## src/logic/distance_cfg_defines.svh

```systemverilog
// Register indices, field limits, reset values and range figures of the
// distance configuration register bank.
// Assumes inclusion by bare name from the bank module and the testbench.
`ifndef DISTANCE_CFG_DEFINES_SVH
`define DISTANCE_CFG_DEFINES_SVH

// ==========================================================================
// Register indices; the byte address on the bus is four times the index.
`define DCR_IDX_START     8'h20
`define DCR_IDX_SPAN      8'h21
`define DCR_IDX_GAIN      8'h24
`define DCR_IDX_POWER     8'h25
`define DCR_IDX_PROFILE   8'h28
`define DCR_IDX_DECIM     8'h29
`define DCR_IDX_AVG       8'h30
`define DCR_IDX_ATTEN     8'h32
`define DCR_IDX_ASYNC     8'h33
`define DCR_IDX_UNAMB     8'h34
`define DCR_IDX_STATUS    8'h35
`define DCR_IDX_META_ST   8'h81
`define DCR_IDX_META_SP   8'h82
`define DCR_IDX_META_CNT  8'h83

// ==========================================================================
// Field limits, codes and status bit positions.
`define DCR_GAIN_MAX      10'h3e8
`define DCR_PROFILE_MIN   3'h1
`define DCR_PROFILE_MAX   3'h5
`define DCR_UNAMB_SHORT   8'h06
`define DCR_UNAMB_LONG    8'h09
`define DCR_STAT_REJECT   0
`define DCR_STAT_HIBER    1

// ==========================================================================
// Range figures in millimetres for the two unambiguous-range codes.
`define DCR_UNAMB_SHORT_MM 32'h00002cec
`define DCR_MEAS_SHORT_MM  32'h00001b58
`define DCR_UNAMB_LONG_MM  32'h00004394
`define DCR_MEAS_LONG_MM   32'h0000319c

// ==========================================================================
// Reset values.
`define DCR_RST_START     32'h00000000
`define DCR_RST_SPAN      32'h00000000
`define DCR_RST_GAIN      10'h1f4
`define DCR_RST_PROFILE   3'h1
`define DCR_RST_DECIM     32'h00000001
`define DCR_RST_AVG       32'h00000001
`define DCR_RST_UNAMB     8'h06

`endif

```

## src/logic/distance_cfg_pkg.sv

```systemverilog
// Types shared by the distance configuration register bank.
// Assumes the defines header is compiled alongside.
package distance_cfg_pkg;
  // ========================================================================
  // Sensor power states as coded in the power register.
  typedef enum logic [2:0] {
    PWR_OFF       = 3'h0,
    PWR_SLEEP     = 3'h1,
    PWR_READY     = 3'h2,
    PWR_ACTIVE    = 3'h3,
    PWR_HIBERNATE = 3'h4
  } power_state_t;
endpackage

```

## src/logic/distance_config_register_bank.sv

```systemverilog
// Configuration register bank of the distance measurement service.
// Assumes a classic Wishbone master on clk_sys and a service that pulses
// service_create and data_produced with metadata valid in that cycle.
//
// Register access over Wishbone was left to the implementer.
`timescale 1ns/1ps
`include "distance_cfg_defines.svh"

// Function
// Writable registers hold the service configuration
// Metadata refreshes only on create or data
// Start register holds range start in mm
// Span register holds range length in mm
// Gain accepts zero through one thousand
// Power code zero off, three active
// Power code one sleep, two ready
// Host toggles pin for hibernate entry, exit
// Profile accepts codes one through five
// Decimation register holds sensor downsampling factor
// Averaging register sets hardware averaged samples
// Attenuation register enables maximum signal attenuation
// Async register switches asynchronous acquisition mode
// Code six: 11.5 m range, 7.0 m
// Code nine: 17.3 m range, 12.7 m
module distance_config_register_bank
  import distance_cfg_pkg::*;
(
  input  wire logic        clk_sys,
  input  wire logic        rst,
  input  wire logic        wb_cyc_i,
  input  wire logic        wb_stb_i,
  input  wire logic        wb_we_i,
  input  wire logic [9:0]  wb_adr_i,
  input  wire logic [3:0]  wb_sel_i,
  input  wire logic [31:0] wb_dat_i,
  output logic      [31:0] wb_dat_o,
  output logic             wb_ack_o,
  input  wire logic        service_create,
  input  wire logic        data_produced,
  input  wire logic [31:0] meta_start_mm,
  input  wire logic [31:0] meta_span_mm,
  output logic      [31:0] cfg_start_mm,
  output logic      [31:0] cfg_span_mm,
  output logic      [9:0]  cfg_gain,
  output power_state_t     cfg_power,
  output logic             hibernate_sel,
  output logic      [2:0]  cfg_profile,
  output logic      [31:0] cfg_decimation,
  output logic      [31:0] cfg_averaging,
  output logic             cfg_attenuation,
  output logic             cfg_async,
  output logic      [7:0]  cfg_unamb_code,
  output logic      [31:0] cfg_unamb_mm,
  output logic      [31:0] cfg_max_dist_mm
);

  // ========================================================================
  // Bus decode.
  // Byte lanes merge into the old word; shared by every multi-bit writable register.
  function automatic logic [31:0] merge(input logic [31:0] old_v,
                                        input logic [31:0] new_v,
                                        input logic [3:0]  sel);
    logic [31:0] r;
    r = old_v;
    for (int b = 0; b < 4; b++) begin
      if (sel[b]) begin
        r[8*b +: 8] = new_v[8*b +: 8];
      end
    end
    return r;
  endfunction

  logic [7:0]  idx;
  logic        req;
  logic        wr;
  logic [31:0] m_gain;
  logic [31:0] m_power;
  logic [31:0] m_prof;
  logic [31:0] m_unamb;
  logic        bad_gain;
  logic        bad_power;
  logic        bad_prof;
  logic        bad_unamb;
  logic        rejected;
  logic [31:0] meta_start;
  logic [31:0] meta_span;
  logic [31:0] meta_count;
  logic [31:0] read_value;

  // A request is taken once; the registered ack masks the repeat cycle.
  assign idx = wb_adr_i[9:2];
  assign req = wb_cyc_i & wb_stb_i & ~wb_ack_o;
  assign wr  = req & wb_we_i;

  // Coded fields are checked on the merged word so partial writes are safe.
  assign m_gain    = merge({22'h0, cfg_gain}, wb_dat_i, wb_sel_i);
  assign m_power   = merge({29'h0, cfg_power}, wb_dat_i, wb_sel_i);
  assign m_prof    = merge({29'h0, cfg_profile}, wb_dat_i, wb_sel_i);
  assign m_unamb   = merge({24'h0, cfg_unamb_code}, wb_dat_i, wb_sel_i);
  assign bad_gain  = m_gain > {22'h0, `DCR_GAIN_MAX};
  assign bad_power = m_power > {29'h0, PWR_HIBERNATE};
  assign bad_prof  = (m_prof < {29'h0, `DCR_PROFILE_MIN})
                   | (m_prof > {29'h0, `DCR_PROFILE_MAX});
  assign bad_unamb = (m_unamb != {24'h0, `DCR_UNAMB_SHORT})
                   & (m_unamb != {24'h0, `DCR_UNAMB_LONG});

  // ========================================================================
  // Bus answer: one wait state, unmapped reads give zero.
  always_ff @(posedge clk_sys) begin
    if (rst) begin
      wb_ack_o <= 1'b0;
    end else begin
      wb_ack_o <= req;
    end
  end

  // Read data is registered with the ack and held until the next request.
  always_ff @(posedge clk_sys) begin
    if (rst) begin
      wb_dat_o <= 32'h0;
    end else if (req) begin
      wb_dat_o <= wb_we_i ? 32'h0 : read_value;
    end
  end

  // ========================================================================
  // Plain range and sampling registers.
  always_ff @(posedge clk_sys) begin
    if (rst) begin
      cfg_start_mm   <= `DCR_RST_START;
      cfg_span_mm    <= `DCR_RST_SPAN;
      cfg_decimation <= `DCR_RST_DECIM;
      cfg_averaging  <= `DCR_RST_AVG;
    end else if (wr) begin
      if (idx == `DCR_IDX_START) begin
        cfg_start_mm <= merge(cfg_start_mm, wb_dat_i, wb_sel_i);
      end
      if (idx == `DCR_IDX_SPAN) begin
        cfg_span_mm <= merge(cfg_span_mm, wb_dat_i, wb_sel_i);
      end
      if (idx == `DCR_IDX_DECIM) begin
        cfg_decimation <= merge(cfg_decimation, wb_dat_i, wb_sel_i);
      end
      if (idx == `DCR_IDX_AVG) begin
        cfg_averaging <= merge(cfg_averaging, wb_dat_i, wb_sel_i);
      end
    end
  end

  // ========================================================================
  // Single-bit switches sit in bit 0; upper bits read as zero.
  always_ff @(posedge clk_sys) begin
    if (rst) begin
      cfg_attenuation <= 1'b0;
      cfg_async       <= 1'b0;
    end else if (wr & wb_sel_i[0]) begin
      if (idx == `DCR_IDX_ATTEN) begin
        cfg_attenuation <= wb_dat_i[0];
      end
      if (idx == `DCR_IDX_ASYNC) begin
        cfg_async <= wb_dat_i[0];
      end
    end
  end

  // ========================================================================
  // Gain saturates at the top value so software never sees a wrap.
  always_ff @(posedge clk_sys) begin
    if (rst) begin
      cfg_gain <= `DCR_RST_GAIN;
    end else if (wr && idx == `DCR_IDX_GAIN) begin
      cfg_gain <= bad_gain ? `DCR_GAIN_MAX : m_gain[9:0];
    end
  end

  // ========================================================================
  // Power state: codes above hibernate are dropped, the old state stays.
  always_ff @(posedge clk_sys) begin
    if (rst) begin
      cfg_power <= PWR_ACTIVE;
    end else if (wr && idx == `DCR_IDX_POWER && !bad_power) begin
      cfg_power <= power_state_t'(m_power[2:0]);
    end
  end

  // The host must toggle its own pin in hibernate; this flag tells it so.
  assign hibernate_sel = (cfg_power == PWR_HIBERNATE);

  // ========================================================================
  // Profile: codes outside one through five are dropped.
  always_ff @(posedge clk_sys) begin
    if (rst) begin
      cfg_profile <= `DCR_RST_PROFILE;
    end else if (wr && idx == `DCR_IDX_PROFILE && !bad_prof) begin
      cfg_profile <= m_prof[2:0];
    end
  end

  // ========================================================================
  // Unambiguous range; the distances are registered with the code so the
  // three outputs always change together.
  always_ff @(posedge clk_sys) begin
    if (rst) begin
      cfg_unamb_code  <= `DCR_RST_UNAMB;
      cfg_unamb_mm    <= `DCR_UNAMB_SHORT_MM;
      cfg_max_dist_mm <= `DCR_MEAS_SHORT_MM;
    end else if (wr && idx == `DCR_IDX_UNAMB && !bad_unamb) begin
      cfg_unamb_code <= m_unamb[7:0];
      if (m_unamb[7:0] == `DCR_UNAMB_LONG) begin
        cfg_unamb_mm    <= `DCR_UNAMB_LONG_MM;
        cfg_max_dist_mm <= `DCR_MEAS_LONG_MM;
      end else begin
        cfg_unamb_mm    <= `DCR_UNAMB_SHORT_MM;
        cfg_max_dist_mm <= `DCR_MEAS_SHORT_MM;
      end
    end
  end

  // ========================================================================
  // Sticky reject flag; a new reject in the clearing cycle wins.
  logic set_reject;
  logic clr_reject;
  assign set_reject = wr & (((idx == `DCR_IDX_GAIN) & bad_gain)
                    | ((idx == `DCR_IDX_POWER) & bad_power)
                    | ((idx == `DCR_IDX_PROFILE) & bad_prof)
                    | ((idx == `DCR_IDX_UNAMB) & bad_unamb));
  assign clr_reject = wr & (idx == `DCR_IDX_STATUS) & wb_sel_i[0]
                    & wb_dat_i[`DCR_STAT_REJECT];

  always_ff @(posedge clk_sys) begin
    if (rst) begin
      rejected <= 1'b0;
    end else begin
      rejected <= set_reject | (rejected & ~clr_reject);
    end
  end

  // ========================================================================
  // Read-only metadata changes only on create or on produced data.
  always_ff @(posedge clk_sys) begin
    if (rst) begin
      meta_start <= 32'h0;
      meta_span  <= 32'h0;
      meta_count <= 32'h0;
    end else if (service_create | data_produced) begin
      meta_start <= meta_start_mm;
      meta_span  <= meta_span_mm;
      meta_count <= meta_count + 32'h1;
    end
  end

  // ========================================================================
  // Read multiplexer.
  always_comb begin
    read_value = 32'h0;
    case (idx)
      `DCR_IDX_START:    read_value = cfg_start_mm;
      `DCR_IDX_SPAN:     read_value = cfg_span_mm;
      `DCR_IDX_GAIN:     read_value = {22'h0, cfg_gain};
      `DCR_IDX_POWER:    read_value = {29'h0, cfg_power};
      `DCR_IDX_PROFILE:  read_value = {29'h0, cfg_profile};
      `DCR_IDX_DECIM:    read_value = cfg_decimation;
      `DCR_IDX_AVG:      read_value = cfg_averaging;
      `DCR_IDX_ATTEN:    read_value = {31'h0, cfg_attenuation};
      `DCR_IDX_ASYNC:    read_value = {31'h0, cfg_async};
      `DCR_IDX_UNAMB:    read_value = {24'h0, cfg_unamb_code};
      `DCR_IDX_STATUS:   read_value = {30'h0, hibernate_sel, rejected};
      `DCR_IDX_META_ST:  read_value = meta_start;
      `DCR_IDX_META_SP:  read_value = meta_span;
      `DCR_IDX_META_CNT: read_value = meta_count;
      default:           read_value = 32'h0;
    endcase
  end
endmodule

```

## config.mk

```make
export PLATFORM = sky130hd
export DESIGN_NAME = distance_config_register_bank
export DESIGN_NICKNAME = d
export VERILOG_FILES = /design/src/logic/distance_cfg_pkg.sv /design/src/logic/distance_config_register_bank.sv
export VERILOG_INCLUDE_DIRS = /design/src /design/src/logic
export SDC_FILE = /design/constraint.sdc
export NUM_CORES = 1
export LEC_CHECK = 0
export ABC_AREA = 0
export BUFFER_PORTS_ARGS = -buffer_cell sky130_fd_sc_hd__buf_4
export CAP_MARGIN = 10
export CORE_MARGIN = 2
export CORE_UTILIZATION = 35
export DETAILED_ROUTE_END_ITERATION = 7
export MAX_ROUTING_LAYER = met4
export SYNTH_ARGS = -nofsm -noshare
export SYNTH_HDL_FRONTEND = slang
export SYNTH_SLANG_ARGS = --single-unit
```

## constraint.sdc

```tcl
create_clock -name clk_sys -period 2.75 [get_ports clk_sys]
set_input_delay 0.1375 -clock clk_sys [delete_from_list [all_inputs] [get_ports clk_sys]]
set_output_delay 0.1375 -clock clk_sys [all_outputs]
set_load 0.1 [all_outputs]
```

==> impl_results.md, run 1 <==
- R2R depth: 5
- Most common cell after layout, fill and taps aside: buf_4
- Placer Congestion: 0.947
- Post-route ant nets: 0
- Commonest cells after routing, fill and taps aside: 383 x buf_4, 368 x nand2_1, 286 x dfxtp_1
- Period utilization: 96.3%
- Placed inst area: 0.0162 mm^2
- H-tree depth: 2
- Startpoint Class: primary input
- CP Max Fanout: 6
- P&R area growth vs syn: 37.2%
- Root Buffer: clkbuf_16
- Largest net degree at the start of global routing: 178
- Starting DRC count in detailed routing: 1,157
- Post-DR wirelength/cell: 20.9 um
- Max_slew headroom: 32.8%
- Slowest CP cell: or4b_4
- Tightest Hold Check Type: primary input to register
- Final Net Count: 2,191
- RR Startpoint: wb_ack_o
- Crit path capture type: register
- Outcome: finished, final reports clean
- Initial Util: 35.4%
- Worst vdd ir: 0.349 mV
- Placed cells: 2,450
- WL final: 54,400 um
- Post-synthesis async set-or-reset flop share: 0%
- Synth cell types: 67
- Total CTS buffers: 34
- Post-CTS Setup Inserts: 0
- IO Port Bufs: 318
- Layout cell share with drive strength beyond 1: 22.9%
- Unrepaired setup endpoints after global routing: false
- Final cell area excluding filler cells: 0.0182 mm^2
- Post-Route Setup TNS: 0 ns
- Slew Limit Fails: 0
- Slew @ Worst Pin: 1.01 ns
- Global-route wire length before repair: 79,400 um
- Hold WS: 0.0465 ns
- Hpwl dp: 39,900 um
- Initial antenna violation count: 4
- MaxCap Viol Count: 0
- CP required: 3.10 ns
- TritonCTS clock tree: done
- Max Clock Skew: 0.0219 ns
- Final Critical Period: 2.65 ns
- Syn Area/Cell: 7.88 um^2
- Syn Std Cell Area: 0.0133 mm^2
- Ys flop type: dfxtp_1
- GRT Total Usage: 27.2%
- Chip width: 199 um
- # rows: 71
- Pwr/cell area: 523 mW/mm^2
- Max Freq: 378 MHz
- CTS Buffer Depth: 3
- Final Hold Fails: 0
- Crit path cell chain: dlygate4sd3_1 > buf_4 > or4_1 > o31a_1 > or4b_4 > or3_1 > mux2i_1 > nor2_1
- Tot Pwr: 0.00955 W
- Worst Hold End: cfg_gain[9]
- Die Area: 0.0396 mm^2
- Crit path kind: primary input to register
- Seq cells post-synth: 286
- Vias post-DR: 13,800
- Pleak: 7.20 nW
- Syn Inst Count: 1,688
- Critical path's largest stage delay: 0.61 ns
- Die Y: 199 um
- First-pass iteration count of the detailed router: 7
- Gr ovfl total: 0
- DRC viols: 0
- Worst-path clk slew: 0.06 ns
- Number of top-level pins: 369
- # clock sinks: 286
- Finished Layout Cells: 2,607
- Endpoints failing setup: 0
- Vias per inst: 5.30
- Core Region: 0.0376 mm^2
- Fill cells: 3,665
- Flop2flop setup slack: 0.51 ns
- Vias in the first global route: 13,100
- End of the worst register-to-register path: cfg_start_mm[21]
- Worst hold start: wb_sel_i[1]
- Crit path DAT: 3.00 ns
- Clock latency on the worst-skew pair: 0.51 ns
- Hold Path Cell Cnt: 4
- Number of enable flip-flop cells after synthesis: 0
- Synth warnings: 0
- Register area share after synthesis: 43.1%
## per-stage QoR
step	utilization (%)	worst slack, ns
detailed placement	43.2	0.0589
CTS	48.5	0.0208
global placement	43.2	0.0615
global route	48.5	0.0433
floorplan	-	0.222
finish	48.5	0.101
## synth_stat cells, drive strengths merged (4+ instances only)
master     n  share of area, %
xnor2      7              0.46
o31ai      6              0.34
nor2     114               3.2
or3        7              0.33
and2      12              0.56
nor4bb     4              0.30
nand2    368                10
clkbuf   110               3.1
a32oi      6              0.40
a21oi    218               8.2
a21o       6              0.34
nand3    102               3.8
or4b       4              0.30
nor3      17              0.75
mux2i     53               4.0
and3      10              0.47
a2bb2oi    4              0.26
and4       5              0.33
mux2      18               1.5
a31oi      6              0.28
a221o     12              0.90
o21ai     45               1.7
nor3b      4              0.23
nor4      14              0.66
nand4     11              0.52
xor2      21               1.4
o211ai     4              0.23
inv        8              0.23
o221ai     6              0.40
a22oi     51               2.9
nor2b     10              0.47
a22o       9              0.59
or2        6              0.28
dfxtp    286                43
buf       75               3.9
## metal layers
layer	track usage [%]	routed length, um
met1	33.7	22600
met2	45.4	26200
met3	5.36	4260
met4	7.16	1350
met5	-	0
## logic make-up (layout without fill, tap and decap cells)
family	after synthesis	in the layout	synth area share (%)
xor gates and xnor gates	28	28	1.84
and+or+nand+nor	705	705	23.7
DFF	286	286	43.1
AOI/OAI and AO/OA	402	402	18.4
muxes	71	71	5.52
buffers and inverters	193	552	7.28
other	2	51	0.0565
adders and majority gates	1	1	0.0941
## power breakdown
| group | internal (W) | total (W) | switching [W] |
|---|---|---|---|
| registers | 0.00421 | 0.00425 | 0.0000399 |
| clock network | 0.00247 | 0.00424 | 0.00177 |
| logic | 0.000337 | 0.00106 | 0.000723 |
| total | 0.00702 | 0.00955 | 0.00253 |
## repair_timing
action                                 in CTS  in global routing
endpoints found under the hold margin     193                  0
hold buffers                               98                  0
setup endpoints to repair                   0                 12
gates resized for setup                     0                  1
## how the worst max path moves through the flow
stage / startpoint / endpoint / slack, ns / depth (start not counted)
2_1_floorplan: cfg_unamb_code[2] / cfg_unamb_code[4] / 0.22 / 7
3_3_place_gp: wb_dat_i[15] / cfg_power[0] / 0.06 / 7
3_5_place_dp: wb_dat_i[15] / cfg_power[0] / 0.06 / 7
4_1_cts: wb_dat_i[15] / cfg_power[0] / 0.02 / 8
5_1_grt: wb_dat_i[15] / cfg_power[2] / 0.04 / 8
6_report: wb_dat_i[15] / cfg_power[2] / 0.10 / 8
## flip-flops by register name, indices dropped and copies added (netlist names), 3 cells and up
| signal | count |
|---|---|
| cfg_unamb_code | 8 |
| cfg_power | 3 |
| meta_span | 32 |
| cfg_gain | 10 |
| wb_dat_o | 32 |
| meta_count | 32 |
| cfg_averaging | 32 |
| cfg_profile | 3 |
| cfg_span_mm | 32 |
| cfg_start_mm | 32 |
| cfg_decimation | 32 |
| meta_start | 32 |
## layout make-up
class	instances	area, um^2	share of cell area, %
antenna	3	7.51	0.0412
clock inverter	12	91.3	0.501
tap	511	639	3.51
sequential	286	5730	31.4
inverter	8	30.0	0.165
timing repair buffer	488	3990	21.9
multi-input combinational	1255	6820	37.4
clock buffer	44	930	5.10
## critical path, delay by kind of cell
family | cells | cell delay, ns
AND/OR/NAND/NOR | 4 | 1.71
buffers and inverters | 2 | 0.70
AO/OA/AOI/OAI | 1 | 0.28
multiplexers | 1 | 0.18
Note: power is estimated with default switching activity, not from simulation.
==> inputs of run 2 (changes only) <==
Settings changed: CORE_UTILIZATION 35 to 53, PLACE_DENSITY set to 0.81, SLEW_MARGIN set to 10.
==> run 2 against run 1 <==
Effect of this change: hold slack improved by 0.029 ns; clock skew decreased by 0.0096 ns; global-route usage increased by 12 points; sequential power about the same; total power about the same; utilization increased by 25 points; via count increased by 5.8%; flip-flop and latch count unchanged; register-to-register slack improved by 0.08 ns; sequential share of layout area increased by 0.60 points; wire length decreased by 3.2%.
==> impl_results.md, run 2 (synthesis results as in run 1) <==
- DRC viols: 0
- Worst-path clk slew: 0.07 ns
- Global-route wire length before repair: 78,800 um
- Final Critical Period: 2.67 ns
- Placed cells: 2,242
- WL final: 52,700 um
- Vias in the first global route: 13,700
- P&R area growth vs syn: 34.6%
- Post-DR wirelength/cell: 22.0 um
- TritonCTS clock tree: done
- Pleak: 7.12 nW
- Crit path capture type: register
- Initial antenna violation count: 1
- Vias post-DR: 14,600
- Unrepaired setup endpoints after global routing: false
- CP Max Fanout: 5
- Hold WS: 0.0758 ns
- Period utilization: 97.0%
- Final Hold Fails: 0
- Max_slew headroom: 41.1%
- Final Net Count: 2,165
- Finished Layout Cells: 2,395
- Worst vdd ir: 0.574 mV
- Crit path kind: primary input to register
- Chip width: 162 um
- Post-route ant nets: 0
- Worst Hold End: wb_dat_o[4]
- Endpoints failing setup: 0
- R2R depth: 5
- Placer Congestion: 0.966
- Number of top-level pins: 369
- Tightest Hold Check Type: primary input to register
- Root Buffer: clkbuf_16
- MaxCap Viol Count: 0
- Pwr/cell area: 534 mW/mm^2
- Layout cell share with drive strength beyond 1: 22.2%
- End of the worst register-to-register path: cfg_span_mm[17]
- Worst hold start: wb_we_i
- Commonest cells after routing, fill and taps aside: 368 x nand2_1, 359 x buf_4, 286 x dfxtp_1
- Die Y: 162 um
- First-pass iteration count of the detailed router: 6
- Most common cell after layout, fill and taps aside: nand2_1
- Hold Path Cell Cnt: 5
- Slew @ Worst Pin: 0.876 ns
- Slowest CP cell: or4b_1
- Gr ovfl total: 0
- Clock latency on the worst-skew pair: 0.57 ns
- Startpoint Class: primary input
- Fill cells: 1,823
- RR Startpoint: wb_ack_o
- IO Port Bufs: 318
- Crit path DAT: 3.10 ns
- CTS Buffer Depth: 3
- # rows: 57
- Initial Util: 54.3%
- H-tree depth: 1
- Flop2flop setup slack: 0.59 ns
- # clock sinks: 286
- CP required: 3.18 ns
- Slew Limit Fails: 0
- Core Region: 0.0245 mm^2
- Starting DRC count in detailed routing: 1,981
- Die Area: 0.0264 mm^2
- Post-Route Setup TNS: 0 ns
- Total CTS buffers: 29
- GRT Total Usage: 39.4%
- Max Clock Skew: 0.0123 ns
- Register area: 0.00573 mm^2
- Hpwl dp: 35,600 um
- Largest net degree at the start of global routing: 148
- Multi-input gate area in the final layout: 0.00683 mm^2
- Outcome: finished, final reports clean
- Vias per inst: 6.10
- Critical path's largest stage delay: 0.66 ns
- Crit path cell chain: dlygate4sd3_1 > buf_4 > or4_1 > o31a_1 > or4b_1 > or3_1 > mux2i_1 > nand2_1
- Max Freq: 375 MHz
-- run 2: changes by cell type in the layout (fill, tap and decap cells not counted), moves of 2 or more --
cell	change
diode_2	-2
buf_4	-24
clkinv_2	-4
clkbuf_8	+10
buf_12	+3
clkbuf_1	-5
clkbuf_16	-6
-- run 2: layout make-up --
| class | instances | area share, % |
|---|---|---|
| Multi-Input combinational cell | 1255 | 38.2 |
| Tap cell | 324 | 2.27 |
| Sequential cell | 286 | 32.0 |
| Antenna cell | 1 | 0.0140 |
| Inverter | 8 | 0.168 |
| Clock inverter | 10 | 0.678 |
| Timing Repair Buffer | 467 | 21.6 |
| Clock buffer | 44 | 5.10 |
-- run 2: worst max-delay path: cells and delay by family --
family | cells | cell delay (ns)
muxes | 1 | 0.19
AOI/OAI and AO/OA | 1 | 0.27
buffers and inverters | 2 | 0.68
and+or+nand+nor | 4 | 1.80
-- run 2: worst max path at each step --
stage	start	end	slack (ns)	cells past startpoint
2_1_floorplan	cfg_unamb_code[2]	cfg_unamb_code[4]	0.22	7
3_3_place_gp	wb_dat_i[15]	cfg_profile[0]	0.05	8
3_5_place_dp	wb_dat_i[15]	cfg_profile[1]	0.06	8
4_1_cts	wb_dat_i[15]	cfg_profile[1]	0.08	9
5_1_grt	wb_dat_i[15]	cfg_power[0]	0.005	8
6_report	wb_dat_i[15]	cfg_power[0]	0.08	8
-- run 2: power breakdown --
part	internal [W]	switching, W
logic	0.000335	0.000739
registers	0.00421	0.0000414
clock network	0.00248	0.00174
-- run 2: metrics by stage --
| stage | area, um^2 | util (%) | total power (W) | setup slack, ns |
|---|---|---|---|---|
| after detailed placement | 15900 | 64.9 | 0.00525 | 0.0642 |
| after floorplan | 13500 | - | 0.00498 | 0.222 |
| after global placement | 15900 | 64.9 | 0.00525 | 0.0454 |
| final | 17900 | 73.1 | 0.00954 | 0.0813 |
| after CTS | 17900 | 73.1 | 0.00948 | 0.0816 |
| after global routing | 17900 | 73.1 | 0.00973 | 0.00524 |
-- run 2: per-layer routing --
metal | wire length [um] | track usage, % | share of wire, % | vias to the layer above
li1 | - | - | - | 6508
met1 | 19500 | 47.6 | 37 | 6887
met2 | 24800 | 63.7 | 47 | 1023
met3 | 5160 | 6.44 | 9.8 | 203
met4 | 3240 | 20.8 | 6.1 | 0
met5 | 0 | - | 0 | -
-- run 2: timing repair --
item / CTS / global route
resized for setup: 0 / 1
setup buffers: 0 / 0
hold buffers: 98 / 0
hold endpoints to repair: 205 / 0
setup endpoints to repair: 0 / 3
